`src/design/scp_pkg.sv`:
```
// Purpose: Shared constants and types for the capture/status parameter bank
// Assumes: 100 MHz reference clock, 16-bit parameter words
// Notes:   Parameter addresses are the fieldbus word addresses
package scp_pkg;

  // Word width of every parameter
  localparam int unsigned DATA_W = 16;
  typedef logic [DATA_W-1:0] scp_word_t;

  // Parameter addresses
  localparam scp_word_t ADDR_CAP_FLAGS   = 16'h0a02;
  localparam scp_word_t ADDR_EDGE_FLAGS  = 16'h0a3e;
  localparam scp_word_t ADDR_EVT_SUMMARY = 16'h0a5e;
  localparam scp_word_t ADDR_KP_D        = 16'h1102;
  localparam scp_word_t ADDR_KP_Q        = 16'h1106;
  localparam scp_word_t ADDR_ACT_SET     = 16'h112e;
  localparam scp_word_t ADDR_READY       = 16'h1c4c;

  // Field widths
  localparam int unsigned CAP_N  = 3;
  localparam int unsigned EDGE_N = 4;
  localparam int unsigned NIB_W  = 4;

  // Event counter summary nibble positions
  localparam int unsigned SUM_I1R_LSB = 0;
  localparam int unsigned SUM_I1F_LSB = 4;
  localparam int unsigned SUM_I2R_LSB = 8;
  localparam int unsigned SUM_I2F_LSB = 12;

  // Active controller set encodings, set 1 after reset
  localparam scp_word_t SET_ONE     = 16'h0001;
  localparam scp_word_t SET_TWO     = 16'h0002;
  localparam scp_word_t ACT_SET_RST = SET_ONE;

  // Proportional gain limits in 0.1 V/A steps (0.5 and 1270.0 V/A)
  localparam scp_word_t GAIN_MIN = 16'h0005;
  localparam scp_word_t GAIN_MAX = 16'h319c;
  localparam scp_word_t GAIN_RST = GAIN_MIN;

  // Set switching delay unit: 1 ms
  localparam int unsigned CLK_PERIOD_NS     = 10;
  localparam int unsigned DELAY_UNIT_NS     = 1000000;
  localparam int unsigned DELAY_UNIT_CYCLES = DELAY_UNIT_NS / CLK_PERIOD_NS;

  // Parameter access request from the fieldbus side
  typedef struct packed {
    logic      valid;
    logic      write;
    scp_word_t addr;
    scp_word_t wdata;
  } scp_req_s;

  // Parameter access answer
  typedef struct packed {
    logic      valid;
    logic      err;
    scp_word_t data;
  } scp_rsp_s;

  // Full-width capture event counters from the capture logic
  typedef struct packed {
    scp_word_t in2_fall;
    scp_word_t in2_rise;
    scp_word_t in1_fall;
    scp_word_t in1_rise;
  } scp_counts_s;

  // Readiness conditions, bit 0 in the last field
  typedef struct packed {
    logic brake_not_released;
    logic abs_pos_set;
    logic vel_over_limit;
    logic no_cfg_download;
    logic safety_inputs_ok;
    logic dc_bus_present;
  } scp_cond_s;

  // Set switching sequencer
  typedef enum logic {SW_IDLE, SW_WAIT} scp_sw_state_e;

endpackage

```
`src/design/scp_tick_div.sv`:
```
// Purpose: One-cycle enable pulse every P_CYCLES clocks
// Assumes: P_CYCLES is at least 1
// Notes:   Clearing restarts a whole period so a delay never ends early
`timescale 1ns/1ps
module scp_tick_div #(
  parameter int unsigned P_CYCLES = scp_pkg::DELAY_UNIT_CYCLES
) (
  // Clock and reset
  input  wire logic i_ref_clk,
  input  wire logic i_rst,
  // Control
  input  wire logic i_clear,
  // Enable pulse
  output logic      o_tick
);

  localparam int unsigned CW = $clog2(P_CYCLES + 1);
  localparam logic [CW-1:0] LAST = CW'(P_CYCLES - 1);

  logic [CW-1:0] cnt;

  // Period counter, held at zero while cleared
  always_ff @(posedge i_ref_clk) begin
    if (i_rst || i_clear) begin
      cnt    <= '0;
      o_tick <= 1'b0;
    end else if (cnt == LAST) begin
      cnt    <= '0;
      o_tick <= 1'b1;
    end else begin
      cnt    <= cnt + 1'b1;
      o_tick <= 1'b0;
    end
  end

endmodule

```
`src/design/scp_param_bank.sv`:
```
// Purpose: Read-only capture, readiness and current-loop parameter bank
// Assumes: Inputs synchronous to i_ref_clk; one request per cycle at most
// Notes:   Answer follows a request by one cycle; writes are refused
`timescale 1ns/1ps

// Contract
// Summary bits 0-3 and 4-7 hold the input 1 rise and fall count nibbles.
// Summary bits 8-11 and 12-15 hold the input 2 rise and fall nibbles.
// The summary is a 16-bit unsigned read-only word.
// Capture flag bits 0, 1, 2 show a capture on inputs one, two, three.
// Each readiness bit reads 1 when its condition is met and 0 otherwise.
// Readiness bits 0, 1, 2 are bus voltage, safety inputs, no download.
// Readiness bits 3, 4, 5 are over-speed, position set, brake held.
// The active set reads 1 for controller set 1 and 2 for controller set 2.
// A new set is reported active only after the full switching delay.
// The d-axis gain is 16-bit unsigned, 0.1 V/A steps, 0.5 to 1270.0 V/A.
// The q-axis gain is 16-bit unsigned, 0.1 V/A steps, 0.5 to 1270.0 V/A.
// A changed gain takes effect at once with no deferred step.
// Edge flag bits 0-1 are input 1 rise/fall, bits 2-3 input 2 rise/fall.
// Writes to any of these parameters are ignored and change nothing.
module scp_param_bank #(
  parameter int unsigned P_DELAY_UNIT_CYCLES = scp_pkg::DELAY_UNIT_CYCLES
) (
  // Clock and reset
  input  wire logic                      i_ref_clk,
  input  wire logic                      i_rst,
  // Parameter access port
  input  wire scp_pkg::scp_req_s         i_req,
  output scp_pkg::scp_rsp_s              o_rsp,
  // Capture logic status
  input  wire logic [scp_pkg::CAP_N-1:0] i_cap_captured,
  input  wire logic [scp_pkg::EDGE_N-1:0] i_edge_seen,
  input  wire scp_pkg::scp_counts_s      i_counts,
  // Drive state conditions
  input  wire scp_pkg::scp_cond_s        i_ready_cond,
  // Controller set selection
  input  wire logic                      i_set_sel,
  input  wire scp_pkg::scp_word_t        i_set_switch_delay,
  output scp_pkg::scp_word_t             o_active_set,
  // Gains computed from motor parameters
  input  wire scp_pkg::scp_word_t        i_kp_d_calc,
  input  wire scp_pkg::scp_word_t        i_kp_q_calc,
  output scp_pkg::scp_word_t             o_kp_d,
  output scp_pkg::scp_word_t             o_kp_q
);

  // Address decode shared by the error path and the checks
  function automatic logic is_mapped(input scp_pkg::scp_word_t a);
    is_mapped = (a == scp_pkg::ADDR_CAP_FLAGS)   ||
                (a == scp_pkg::ADDR_EDGE_FLAGS)  ||
                (a == scp_pkg::ADDR_EVT_SUMMARY) ||
                (a == scp_pkg::ADDR_KP_D)        ||
                (a == scp_pkg::ADDR_KP_Q)        ||
                (a == scp_pkg::ADDR_ACT_SET)     ||
                (a == scp_pkg::ADDR_READY);
  endfunction

  // Gain limiting, same for both axes
  function automatic scp_pkg::scp_word_t clamp_gain(
    input scp_pkg::scp_word_t g
  );
    if (g < scp_pkg::GAIN_MIN) begin
      clamp_gain = scp_pkg::GAIN_MIN;
    end else if (g > scp_pkg::GAIN_MAX) begin
      clamp_gain = scp_pkg::GAIN_MAX;
    end else begin
      clamp_gain = g;
    end
  endfunction

  logic [scp_pkg::CAP_N-1:0]  cap_flags;
  logic [scp_pkg::EDGE_N-1:0] edge_flags;
  scp_pkg::scp_word_t         evt_summary;
  scp_pkg::scp_cond_s         ready;
  scp_pkg::scp_word_t         next_rd_data;
  scp_pkg::scp_word_t         target_set;
  scp_pkg::scp_word_t         pend_set;
  scp_pkg::scp_word_t         delay_lat;
  scp_pkg::scp_word_t         elapsed;
  scp_pkg::scp_word_t         next_elapsed;
  scp_pkg::scp_sw_state_e     sw_state;
  logic                       unit_tick;
  logic                       delay_done;

  // Status snapshots, refreshed every cycle from the capture logic
  always_ff @(posedge i_ref_clk) begin
    if (i_rst) begin
      cap_flags  <= '0;
      edge_flags <= '0;
    end else begin
      cap_flags  <= i_cap_captured;
      edge_flags <= i_edge_seen;
    end
  end

  // Counter summary: only the low nibble of each counter survives
  always_ff @(posedge i_ref_clk) begin
    if (i_rst) begin
      evt_summary <= '0;
    end else begin
      evt_summary[scp_pkg::SUM_I1R_LSB +: scp_pkg::NIB_W] <=
        i_counts.in1_rise[scp_pkg::NIB_W-1:0];
      evt_summary[scp_pkg::SUM_I1F_LSB +: scp_pkg::NIB_W] <=
        i_counts.in1_fall[scp_pkg::NIB_W-1:0];
      evt_summary[scp_pkg::SUM_I2R_LSB +: scp_pkg::NIB_W] <=
        i_counts.in2_rise[scp_pkg::NIB_W-1:0];
      evt_summary[scp_pkg::SUM_I2F_LSB +: scp_pkg::NIB_W] <=
        i_counts.in2_fall[scp_pkg::NIB_W-1:0];
    end
  end

  // Readiness: struct order fixes the bit of each condition
  always_ff @(posedge i_ref_clk) begin
    if (i_rst) begin
      ready <= '0;
    end else begin
      ready <= i_ready_cond;
    end
  end

  // Gains pass straight through, limited to the legal range
  always_ff @(posedge i_ref_clk) begin
    if (i_rst) begin
      o_kp_d <= scp_pkg::GAIN_RST;
      o_kp_q <= scp_pkg::GAIN_RST;
    end else begin
      o_kp_d <= clamp_gain(i_kp_d_calc);
      o_kp_q <= clamp_gain(i_kp_q_calc);
    end
  end

  // Set switching: delay counted in whole units from a fresh divider
  assign target_set   = i_set_sel ? scp_pkg::SET_TWO : scp_pkg::SET_ONE;
  assign next_elapsed = elapsed + 1'b1;
  assign delay_done   = unit_tick && (next_elapsed == delay_lat);

  // Divider is cleared outside a wait, so the first unit is whole
  scp_tick_div #(
    .P_CYCLES (P_DELAY_UNIT_CYCLES)
  ) u_tick (
    .i_ref_clk (i_ref_clk),
    .i_rst     (i_rst),
    .i_clear   (sw_state == scp_pkg::SW_IDLE),
    .o_tick    (unit_tick)
  );

  // Switching sequencer; a changed request aborts the wait
  always_ff @(posedge i_ref_clk) begin
    if (i_rst) begin
      sw_state     <= scp_pkg::SW_IDLE;
      o_active_set <= scp_pkg::ACT_SET_RST;
      pend_set     <= scp_pkg::ACT_SET_RST;
      delay_lat    <= '0;
      elapsed      <= '0;
    end else begin
      unique case (sw_state)
        scp_pkg::SW_IDLE: begin
          elapsed <= '0;
          if (target_set != o_active_set) begin
            if (i_set_switch_delay == '0) begin
              o_active_set <= target_set;
            end else begin
              sw_state  <= scp_pkg::SW_WAIT;
              pend_set  <= target_set;
              delay_lat <= i_set_switch_delay;
            end
          end
        end
        scp_pkg::SW_WAIT: begin
          if (target_set != pend_set) begin
            sw_state <= scp_pkg::SW_IDLE;
          end else if (delay_done) begin
            o_active_set <= pend_set;
            sw_state     <= scp_pkg::SW_IDLE;
          end else if (unit_tick) begin
            elapsed <= next_elapsed;
          end
        end
      endcase
    end
  end

  // Read mux over the snapshots; unmapped words read as zero
  always_comb begin
    next_rd_data = '0;
    case (i_req.addr)
      scp_pkg::ADDR_CAP_FLAGS:   next_rd_data =
        scp_pkg::scp_word_t'(cap_flags);
      scp_pkg::ADDR_EDGE_FLAGS:  next_rd_data =
        scp_pkg::scp_word_t'(edge_flags);
      scp_pkg::ADDR_EVT_SUMMARY: next_rd_data = evt_summary;
      scp_pkg::ADDR_KP_D:        next_rd_data = o_kp_d;
      scp_pkg::ADDR_KP_Q:        next_rd_data = o_kp_q;
      scp_pkg::ADDR_ACT_SET:     next_rd_data = o_active_set;
      scp_pkg::ADDR_READY:       next_rd_data =
        scp_pkg::scp_word_t'(ready);
      default:                   next_rd_data = '0;
    endcase
  end

  // Answer one cycle after each request; writes never reach storage
  always_ff @(posedge i_ref_clk) begin
    if (i_rst) begin
      o_rsp <= '0;
    end else begin
      o_rsp.valid <= i_req.valid;
      o_rsp.err   <= i_req.valid &&
                     (i_req.write || !is_mapped(i_req.addr));
      o_rsp.data  <= (i_req.valid && !i_req.write) ? next_rd_data : '0;
    end
  end

  function automatic logic rd_at(input scp_pkg::scp_req_s r,
                                 input scp_pkg::scp_word_t a);
    rd_at = r.valid && !r.write && (r.addr == a);
  endfunction
endmodule

```
`config.mk`:
```
export PLATFORM = sky130hd
export DESIGN_NAME = scp_param_bank
export DESIGN_NICKNAME = d
export VERILOG_FILES = /design/src/design/scp_pkg.sv /design/src/design/scp_tick_div.sv /design/src/design/scp_param_bank.sv
export SDC_FILE = /design/constraint.sdc
export NUM_CORES = 1
export LEC_CHECK = 0
export BUFFER_PORTS_ARGS = -buffer_cell sky130_fd_sc_hd__buf_2
export CORE_MARGIN = 3
export CORE_UTILIZATION = 50
export CTS_BUF_LIST = sky130_fd_sc_hd__clkbuf_4
export DETAILED_ROUTE_END_ITERATION = 10
export HOLD_SLACK_MARGIN = 0.1
export PLACE_DENSITY = 0.8
export SLEW_MARGIN = 0
export SYNTH_ARGS = -nofsm -noshare
export SYNTH_HDL_FRONTEND = slang
export SYNTH_SLANG_ARGS = --single-unit
```
`constraint.sdc`:
```
create_clock -name i_ref_clk -period 3.23 [get_ports i_ref_clk]
set_input_delay 0.646 -clock i_ref_clk [delete_from_list [all_inputs] [get_ports i_ref_clk]]
set_output_delay 0.646 -clock i_ref_clk [all_outputs]
set_load 0.03 [all_outputs]
```
# [Yosys cells after proc, flatten, opt, wreduce, memory -nomap -nowiden]
# Cells that the tools add are included.
# Widths: inputs -> output; s select.
[word_totals] register_bits=162 output_inout_bits=66 input_bits=162
[classes] order_cmp=4 reduce_logical=23 add_sub_neg=2 n_eq_ne=17 bitwise=3 mux=19
[op_table] operator="$mux 16" n=7
[op_table] operator="$pmux 16 s7" n=1
[op_table] operator="$eq 16x13->1 const B" n=4
[op_table] operator="$pmux 16 s2" n=2
[op_table] operator="$eq 16x12->1 const B" n=3
[op_table] operator="$gt 16x14->1 const B" n=2
[op_table] operator="$lt 16x3->1 const B" n=2
[op_table] operator="$ne 2x16->1" n=2
[op_table] operator="$mux 14" n=2
[op_table] operator="$add 17x1->17 const B" n=1
[op_table] operator="$eq 17x17->1 const B" n=1
[op_table] operator="$add 16x1->16 const B" n=1
[op_table] operator="$eq 16x16->1" n=1
[op_table] operator="$logic_not 16->1" n=1
[op_table] operator="$logic_or 1x1->1" n=8
[op_table] operator="$ne 2x2->1 const B" n=4
[op_table] operator="$reduce_or 2->1" n=4
[op_table] operator="$reduce_and 3->1" n=2
[op_table] operator="$reduce_or 3->1" n=2
[op_table] operator="$mux 1" n=5
[op_table] operator="$ne 2x1->1 const B" n=2
[op_table] operator="$reduce_and 4->1" n=1
[op_table] operator="$logic_and 1x1->1" n=3
[op_table] operator="$not 1->1" n=3
[op_table] operator="other kinds (3)" n=4

# [Depth between registers and ports, before layout]
# Gate-level depths: netlist of the first run.
[logic_depth] depth_word=10 depth_mapped=10 depth_no_buf=8

# [Hierarchy]
# A second synthesis of the first run with hierarchy kept.
[unflattened] hier_cells=648 area_unflattened_um2=5845.6
[modules_own_cells] mod="scp_param_bank" seq_area_each_um2=2322.2 cells_each=560 n_inst=1 area_per_inst_um2=5057.4
[modules_own_cells] mod="scp_tick_div" seq_area_each_um2=360.3 cells_each=88 n_inst=1 area_per_inst_um2=788.3

# [Least setup slack after synthesis of the first run]
# OpenSTA, ideal clock, no wires.
[synth_timing] kind="in2reg" from="input i_req[21] (netlist name)" to="register o_rsp[6] (netlist name)" cell_stages=8 t_required_ns=3.163 arrival_time_ns=2.381 slack_ns=0.783 setup_time_ns=0.067 path_buffers=1 path_cell_list="or3b_1 > or3_1 > nor4_4 > nor3_1 > a21oi_1 > nand2_1 > buf_2 > nor2_1"
[synth_via] elab_chain_len=2 word_cells_on_any_way=8
[synth_lines] element="from (decl)" line_no="scp_param_bank.sv:28" rtl="input wire scp_pkg::scp_req_s i_req,"
[synth_lines] element="$eq 16x13->1 / $eq 16x12->1 (equally long branches)" line_no="scp_param_bank.sv:186" rtl="case (i_req.addr)"
[synth_lines] element="$pmux 16 s7 *" line_no="scp_param_bank.sv:186"
[synth_lines] element="to (decl)" line_no="scp_param_bank.sv:29" rtl="output scp_pkg::scp_rsp_s o_rsp,"
# Mark *: on every way between the ends. The rest lies on a longest branch, timed or not.
# A chain may end at the register's enable or synchronous reset.

# [Worst setup path after layout of the first run]
[layout_timing] from="register elapsed[0]" to="register elapsed[14]"
[layout_via] elab_chain_len=5 word_cells_on_any_way=9
[layout_lines] element="from (decl)" line_no="scp_param_bank.sv:79" rtl="scp_pkg::scp_word_t elapsed;"
[layout_lines] element="from (signal assigned)" line_no="scp_param_bank.sv:176" rtl="elapsed <= next_elapsed;"
[layout_lines] element="$add 16x1->16 *" line_no="scp_param_bank.sv:134" rtl="assign next_elapsed = elapsed + 1'b1;"
[layout_lines] element="$eq 16x16->1 / $mux 16 (equally long branches)" line_no="scp_param_bank.sv:135, scp_param_bank.sv:175"
[layout_lines] element="$logic_and 1x1->1 / $mux 16 (equally long branches)" line_no="scp_param_bank.sv:135, scp_param_bank.sv:172"
[layout_lines] element="$ne 2x2->1 (no source line) / $mux 16 (equally long branches)"
[layout_lines] element="$reduce_and 3->1 (no source line) / $pmux 16 s2 (equally long branches)"
# Mark *: on every way between the ends. The rest lies on a longest branch, timed or not. The select of a mux whose other input is x is not followed.

==> impl_metrics.json, run 1 <==
{
  "outcome": "complete, no violations",
  "crit_type": "flip-flop to flip-flop",
  "power.share.clock_pct": 36.5,
  "post_cts_buffers": 0,
  "pwr-share-seq_pct": 53.7,
  "finalInstanceArea_um2": 6730,
  "final_util_pct": 61.6,
  "comb_power_share_pct": 9.8,
  "dp_worst_setup_slack_ns": 0.362,
  "cap_violations": 0,
  "ys.flop_type": "dfxtp_1",
  "period_minus_slack_ns": 2.94,
  "drc_errors": 0,
  "p_sw_uw": 862,
  "cp-startpoint": "elapsed[0]$_SDFFE_PP0P_",
  "avgSynthCellArea_um2": 9.42,
  "detail_route.iter0.violations": 581,
  "power.total_mw": 3.25,
  "synth_edf_count": 0,
  "syn-instance-count": 597,
  "clock_sinks": 134,
  "tightest_slew_ns": 0.837,
  "ctsResizeCount": 0,
  "grt_pass1_wl_um": 23400,
  "hp-start": "i_ready_cond[5]",
  "drt_wl_total_um": 14500,
  "power_density_nw_per_um2": 482,
  "hold_ws_ns": 0.293,
  "yosysSeqAreaShare_pct": 47.7,
  "ant_nets": 0,
  "drive_gt1_share_pct": 27.4,
  "h-tree-depth": 4,
  "rsz0062_at_grt": "no",
  "synthAdderAreaFrac_pct": 0.445,
  "slew_violations": 0,
  "fin_setup_tns_ns": 0,
  "start_util_pct": 51.4,
  "ys_types": 63,
  "relSlewSlack_pct": 44.2,
  "final_common_cell": "buf_2",
  "fin_nets": 918,
  "clk_path_buf_depth": 2,
  "globalRouteTotalUtil_pct": 23.0,
  "synth-async-reset-ratio_pct": 0,
  "cts_root_buf": "clkbuf_4",
  "grt_pass1_vias": 4748,
  "finalCritPeriodShare_pct": 91.0,
  "grt_max_degree": 41,
  "hp-class": "input pin to flip-flop",
  "antenna_cells": 0,
  "die_w_um": 112,
  "synth_top_family_by_area": "simple AND/OR/NAND/NOR gates",
  "stdcell_count": 907,
  "grt-ovfl-total": 0,
  "rr_startpoint": "elapsed[0]$_SDFFE_PP0P_",
  "max_freq_mhz": 340,
  "row_count": 38,
  "place_congestion": 0.941,
  "leakagePower_nw": 2.78,
  "worstPathArrival_ns": 3.34,
  "cp-start-kind": "flip-flop",
  "areaGrowthSynthToFinish_pct": 19.7,
  "hpwl_um": 10800,
  "core_um2": 10900,
  "synth-simple-area-share_pct": 24.3,
  "setup_violations": 0,
  "ys_ff_latch": 134,
  "path_clk_slew_ns": 0.13,
  "synth-compound-area-share_pct": 12.6,
  "ioPinCount": 228,
  "multi_input_area_um2": 2700,
  "ctsHoldBuffers": 0,
  "finClkSkew_ns": 0.0169,
  "via_per_inst": 5.55,
  "numCtsBuffers": 17,
  "place_area_um2": 6420,
  "regArea_um2": 2680,
  "ir_worst_vdd_v": 0.000308,
  "synth_mux_area_share_pct": 3.58,
  "final.setup.worst_slack_ns": 0.291,
  "dieArea_um2": 12600,
  "end_kind": "flip-flop",
  "hold_violations": 0,
  "synth_xor_area_share_pct": 5.60,
  "swShare_pct": 26.5,
  "clock_latency_ns": 0.54,
  "p_int_mw": 2.39,
  "layout_common_cells": "buf_2 (149), dfxtp_1 (134), nor2_1 (78)",
  "synth_warnings": 0,
  "port_buffers": 149,
  "cts_tree": "done",
  "worstPathRequired_ns": 3.63,
  "via_count": 5038,
  "die_h_um": 112,
  "antenna_found_initial": 0,
  "syn_area_um2": 5630,
  "placed_cells": 875,
  "first_pass_iters": 8,
  "fill_cells": 924,
  "wire_per_inst_um": 16.0,
  "path_max_fanout": 17
}
==> worst paths after layout <==
kind                                                 end  slack (ns)  depth (start not counted)
worst max-delay path            elapsed[14]$_SDFFE_PP0P_        0.29                          9
worst min-delay path                 ready[5]$_SDFF_PP0_        0.29                          2
worst max register to register  elapsed[14]$_SDFFE_PP0P_        0.29                          9
worst min register to register  u_tick.cnt[0]$_SDFF_PP0_        0.48                          1
==> power groups by stage <==
stage	sequential (mW)	clock, mW	combinational (mW)
2_1_floorplan	1.81	0	0.165
3_3_place_gp	1.78	0	0.303
3_5_place_dp	1.78	0	0.313
4_1_cts	1.74	1.21	0.315
5_1_grt	1.75	1.28	0.343
6_report	1.74	1.19	0.317
==> Yosys cell counts, drive strengths merged (3+ instances only) <==
master,number,area (um^2)
inv,10,37.5
and2,17,108
or4,4,30.0
nor4,11,83.8
o21ai,22,110
nor2b,33,206
nor3,19,100
a211oi,3,27.5
nand2b,3,18.8
mux2i,19,190
and3,3,18.8
buf,23,200
a22oi,7,52.6
clkbuf,16,80.1
or3,17,106
nand2,33,131
nand4,14,87.6
o21a,4,30.0
or2,3,18.8
nor2,78,293
xnor2,18,158
a222oi,15,150
o31ai,4,43.8
xor2,18,158
a21oi,21,105
nand3,14,70.1
and4,3,27.5
dfxtp,134,2680
==> cell families (layout without fill, tap and decap cells) <==
group / after synthesis / after routing
AND/OR/NAND/NOR: 260 / 260
flip-flops: 134 / 134
AO/OA/AOI/OAI: 95 / 95
buffers and inverters: 49 / 202
XOR/XNOR: 36 / 36
multiplexers: 20 / 20
adder cells (fa/ha/maj): 2 / 2
other: 1 / 18
==> flip-flops by register name (all words and copies together) (netlist names), 4 cells and up <==
signal       cells
edge_flags       4
elapsed         16
o_rsp           18
u_tick.cnt      17
evt_summary     16
o_kp_q          16
delay_lat       16
o_kp_d          16
ready            6
==> metal layers <==
layer	vias up	track usage [%]	share of wire, %
met5	-	0	0
met4	0	6.89	2.0
li1	2409	-	-
met1	2357	28.7	42
met2	243	39.0	49
met3	29	6.47	7.4
==> worst max-delay path, stage by stage, from the launching register on <==
cell and delay, ns:
dfxtp_1 0.47, ha_1 0.29, and3_1 0.41, nand3_1 0.19, a2111oi_4 0.41, o2111ai_2 0.23, o31ai_4 0.35, buf_4 0.27
or3_1 0.13, a21oi_1 0.06
==> area by class of cell <==
class / count / area share [%]
multi-input cells: 431 / 40.1
flip-flops and latches: 134 / 39.8
repair buffers: 160 / 12.3
clock inverters: 14 / 2.62
well taps: 140 / 2.60
clock buffers: 18 / 2.01
inverters: 10 / 0.557
Power figures use the tool's default switching activity.
==> run 2: changes to the inputs <==
- CORE_ASPECT_RATIO: not set -> 0.75
==> run 2 against run 1 <==
  * Setup slack worse by 0.052 ns
  * Clock-buffer cell count stayed put
  * Global-route usage is 0.56 points lower
  * Core utilization is 1.7 points higher
  * Cell count is 0.55% lower
  * Routed wire length is 1.0% lower
  * Sequential share of layout area is 0.15 points higher
  * Power is 0.64% lower
  * Non-clock buffer count is 1 lower
  * Combinational power hardly changed
  * Sequential power hardly changed
  * Register-to-register slack worse by 0.05 ns
  * Critical path type unchanged
==> impl_metrics.json, run 2 (synthesis gave the netlist of run 1 again) <==
{
  "fin_setup_tns_ns": 0,
  "clk_path_buf_depth": 2,
  "drive_gt1_share_pct": 27.3,
  "cp-start-kind": "flip-flop",
  "layout_common_cells": "buf_2 (149), dfxtp_1 (134), nor2_1 (78)",
  "grt_pass1_vias": 4644,
  "via_per_inst": 5.44,
  "largest_register_ffs": 18,
  "crit_slowest_cell": "nor4_1",
  "ctsHoldBuffers": 0,
  "crit_type": "flip-flop to flip-flop",
  "h-tree-depth": 4,
  "path_cells": "and4_1, nand4_1, nor4_1, o2111ai_2, o31ai_4, buf_4, xor2_1, nor2_1",
  "grt_pass1_wl_um": 22700,
  "finalInstanceArea_um2": 6710,
  "hold_violations": 0,
  "ioPinCount": 228,
  "setup_violations": 0,
  "start_util_pct": 53.0,
  "top_register": "o_rsp",
  "crit_family": "simple AND/OR/NAND/NOR gates",
  "end_kind": "flip-flop",
  "max_freq_mhz": 334,
  "first_pass_iters": 6,
  "ir_worst_vdd_v": 0.000303,
  "clock_sinks": 134,
  "path_clk_slew_ns": 0.13,
  "tightest_slew_ns": 0.870,
  "post_cts_buffers": 0,
  "final_common_cell": "buf_2",
  "ctsResizeCount": 0,
  "wire_per_inst_um": 15.9,
  "stdcell_count": 902,
  "via_count": 4906,
  "power_density_nw_per_um2": 481,
  "die_h_um": 97.9,
  "critical-path-max-stage-delay_ns": 0.52,
  "worstPathRequired_ns": 3.63,
  "finClkSkew_ns": 0.0175,
  "cap_violations": 0,
  "period_minus_slack_ns": 2.99,
  "drt_wl_total_um": 14300,
  "grt-ovfl-total": 0,
  "place_area_um2": 6410,
  "cts_root_buf": "clkbuf_4",
  "antenna_cells": 0,
  "placed_cells": 870,
  "leakagePower_nw": 2.76,
  "relSlewSlack_pct": 42.0,
  "die_w_um": 128,
  "slew_violations": 0,
  "antenna_found_initial": 1,
  "clock_latency_ns": 0.53,
  "cts_tree": "done",
  "port_buffers": 149,
  "worstPathArrival_ns": 3.39,
  "row_count": 32,
  "globalRouteTotalUtil_pct": 22.5,
  "largestRegisters": "o_rsp (18), u_tick.cnt (17)",
  "detail_route.iter0.violations": 371,
  "outcome": "complete, no violations",
  "dieArea_um2": 12600,
  "fin_nets": 917,
  "grt_max_degree": 46,
  "r2r_slack_ns": 0.24,
  "drc_errors": 0,
  "core_um2": 10600,
  "ant_nets": 0,
  "finalCritPeriodShare_pct": 92.6,
  "cp_num_buf_inv": 1,
  "numCtsBuffers": 17,
  "areaGrowthSynthToFinish_pct": 19.3,
  "hp-class": "input pin to flip-flop",
  "hpwl_um": 10900,
  "rsz0062_at_grt": "no",
  "place_congestion": 0.912,
  "path_max_fanout": 12
}
[run 2: through the flow]
stage	setup slack (ns)	power, mW	hold slack [ns]	utilization [%]
2_1_floorplan	0.783	1.98	0.430	-
3_3_place_gp	0.431	2.08	0.445	60.4
3_5_place_dp	0.318	2.09	0.474	60.4
4_1_cts	0.283	3.24	0.275	63.2
5_1_grt	0.0470	3.35	0.273	63.2
6_report	0.239	3.23	0.310	63.2
[run 2: where the power goes]
| part | internal, mW | switching (mW) |
|---|---|---|
| Combinational | 0.123 | 0.194 |
| Clock | 0.492 | 0.675 |
| Sequential | 1.71 | 0.0324 |
| Total | 2.32 | 0.901 |
[run 2: worst paths after layout]
path                                      to  depth (start not counted)                     start
setup / recovery     elapsed[0]$_SDFFE_PP0P_                          8   elapsed[4]$_SDFFE_PP0P_
hold / removal    evt_summary[11]$_SDFF_PP0_                          2              i_counts[35]
setup reg to reg     elapsed[0]$_SDFFE_PP0P_                          8   elapsed[4]$_SDFFE_PP0P_
hold reg to reg          o_rsp[0]$_SDFF_PP0_                          2  edge_flags[0]$_SDFF_PP0_
[run 2: area by class of cell]
class | instances | area, um^2
clock buffers | 18 | 135
clock inverters | 14 | 164
fillers | 848 | 3900
inverters | 10 | 37.5
multi-input cells | 431 | 2700
flip-flops and latches | 134 | 2680
well taps | 136 | 170
repair buffers | 159 | 821
[run 2: worst register-to-register path: stages (launching register included)]
cell and delay (ns):
dfxtp_1 0.50, and4_1 0.50, nand4_1 0.30, nor4_1 0.52, o2111ai_2 0.24, o31ai_4 0.35
buf_4 0.25, xor2_1 0.17, nor2_1 0.05
[run 2: metal layers]
metal  part of all wire [%]  up-vias  track usage [%]
met3                    7.4       29             5.14
li1                       -     2408                -
met5                  0.098        -                0
met1                     44     2274             30.2
met4                    1.9        2             8.73
met2                     46      193             35.2
==> run 3: changes to the inputs <==
--- a/config.mk
+++ b/config.mk
@@ -8,3 +8,3 @@
 export BUFFER_PORTS_ARGS = -buffer_cell sky130_fd_sc_hd__buf_2
-export CORE_ASPECT_RATIO = 0.75
+export CORE_ASPECT_RATIO = 1.4
 export CORE_MARGIN = 3
==> constraint.sdc (replaced) <==
create_clock -name i_ref_clk -period 3.23 [get_ports i_ref_clk]
set_input_delay 0.1615 -clock i_ref_clk [delete_from_list [all_inputs] [get_ports i_ref_clk]]
set_output_delay 0.1615 -clock i_ref_clk [all_outputs]
set_load 0.03 [all_outputs]
==> run 3 against run 2 <==
  * First-iteration DRC count decreased by 16%
  * Via count increased by 12%
  * Cell count increased by 9.2%
  * Routed wire length increased by 18%
  * Non-clock buffer count increased by 78
  * Clock-buffer cell count unchanged
  * Sequential share of layout area decreased by 4.4 points
  * Critical path type unchanged
  * Highest routed layer is now met4
==> impl_metrics.json, run 3 (synthesis gave the netlist of run 1 again) <==
{
  "grt-ovfl-total": 0,
  "first_pass_iters": 5,
  "worstPathArrival_ns": 3.39,
  "die_w_um": 95.6,
  "fin_nets": 995,
  "setup_violations": 0,
  "critical-path-max-stage-delay_ns": 0.46,
  "path_max_fanout": 31,
  "hpwl_um": 10800,
  "power.share.clock_pct": 37.3,
  "finalInstanceArea_um2": 7540,
  "port_buffers": 149,
  "antenna_found_initial": 0,
  "leakagePower_nw": 3.12,
  "via_count": 5498,
  "outcome": "complete, no violations",
  "dieArea_um2": 12600,
  "hold_violations": 0,
  "grt_pass1_vias": 5674,
  "comb_power_share_pct": 11.9,
  "hp-class": "input pin to flip-flop",
  "fin_setup_tns_ns": 0,
  "cts_root_buf": "clkbuf_4",
  "largestRegisters": "o_rsp (18), u_tick.cnt (17)",
  "crit_family": "compound AO/OA/AOI/OAI gates",
  "ant_nets": 0,
  "cap_violations": 0,
  "core_um2": 10900,
  "tightest_slew_ns": 1.01,
  "post_cts_buffers": 0,
  "path_cells": "ha_1, and3_1, nand2_4, o311a_1, a211oi_2, o31ai_4, buf_4, or3_1, a21oi_1",
  "row_count": 45,
  "finalCritPeriodShare_pct": 90.8,
  "clock_latency_ns": 0.54,
  "layout_common_cells": "buf_2 (149), dfxtp_1 (134), dlygate4sd3_1 (82)",
  "rsz0062_at_grt": "no",
  "cp_num_buf_inv": 1,
  "r2r_slack_ns": 0.30,
  "period_minus_slack_ns": 2.93,
  "top_register": "o_rsp",
  "largest_register_ffs": 18,
  "clk_path_buf_depth": 2,
  "antenna_cells": 0,
  "relSlewSlack_pct": 32.4,
  "p_int_mw": 2.53,
  "crit_type": "flip-flop to flip-flop",
  "ir_worst_vdd_v": 0.000265,
  "grt_pass1_wl_um": 26400,
  "drt_wl_total_um": 17000,
  "swShare_pct": 26.3,
  "cp-start-kind": "flip-flop",
  "fill_cells": 780,
  "h-tree-depth": 4,
  "p_sw_uw": 900,
  "power_density_nw_per_um2": 455,
  "ctsResizeCount": 0,
  "finClkSkew_ns": 0.0109,
  "via_per_inst": 5.58,
  "drc_errors": 0,
  "drive_gt1_share_pct": 24.2,
  "final_common_cell": "buf_2",
  "max_freq_mhz": 341,
  "end_kind": "flip-flop",
  "numCtsBuffers": 17,
  "ioPinCount": 228,
  "crit_slowest_cell": "dfxtp_1",
  "grt_max_degree": 48,
  "start_util_pct": 51.5,
  "slew_violations": 0,
  "areaGrowthSynthToFinish_pct": 34.0,
  "cts_tree": "done",
  "wire_per_inst_um": 17.2,
  "place_congestion": 0.868,
  "clock_sinks": 134,
  "die_h_um": 132,
  "place_area_um2": 6390,
  "path_clk_slew_ns": 0.12,
  "globalRouteTotalUtil_pct": 26.9,
  "worstPathRequired_ns": 3.69,
  "detail_route.iter0.violations": 311,
  "pwr-share-seq_pct": 50.9
}
==> run 3: routing by layer <==
metal	part of all wire, %	track usage, %	vias up
met5	0	0	-
met4	4.9	15.8	0
met3	8.3	7.73	66
met2	53	49.2	303
met1	34	25.4	2566
li1	-	-	2563
==> run 3: final cells by class <==
class	instances	area (um^2)	area share (%)
Timing Repair Buffer	237	1610	21.4
Multi-Input combinational cell	431	2700	35.8
Tap cell	141	176	2.34
Clock buffer	18	135	1.79
Sequential cell	134	2680	35.6
Inverter	10	37.5	0.498
Clock inverter	14	198	2.62
==> run 3: what timing repair did <==
action / in CTS / in global routing
hold buffers: 82 / 0
hold endpoints to repair: 78 / 0
setup endpoints to repair: 0 / 0
==> run 3: through the flow <==
step,power (mW),hold slack [ns],utilization [%],setup WS (ns),instances
floorplan,1.98,0.252,-,0.794,614
global placement,2.08,0.372,58.5,0.476,871
detailed placement,2.09,0.384,58.5,0.361,871
CTS,3.43,0.109,69.0,0.328,985
global route,3.56,0.105,69.0,0.144,985
finish,3.43,0.156,69.0,0.298,985
==> run 3: power groups by stage <==
stage | clock [mW] | combinational, mW | sequential, mW
2_1_floorplan | 0 | 0.165 | 1.81
3_3_place_gp | 0 | 0.304 | 1.78
3_5_place_dp | 0 | 0.312 | 1.78
4_1_cts | 1.29 | 0.390 | 1.74
5_1_grt | 1.38 | 0.435 | 1.75
6_report | 1.28 | 0.407 | 1.74
==> run 3: final timing paths <==
path                             from                        to  cells after the start
min                   i_kp_q_calc[14]      o_kp_q[0]$_SDFF_PP1_                      3
max           elapsed[0]$_SDFFE_PP0P_   elapsed[7]$_SDFFE_PP0P_                      9
max reg2reg   elapsed[0]$_SDFFE_PP0P_   elapsed[7]$_SDFFE_PP0P_                      9
min reg2reg  u_tick.cnt[0]$_SDFF_PP0_  u_tick.cnt[0]$_SDFF_PP0_                      1
==> run 3: worst register-to-register path, stage by stage, from the launching register on <==
cell and delay, ns:
dfxtp_1 0.46, ha_1 0.28, and3_1 0.41, nand2_4 0.08, o311a_1 0.35, a211oi_2 0.42
o31ai_4 0.12, buf_4 0.23, or3_1 0.36, a21oi_1 0.15
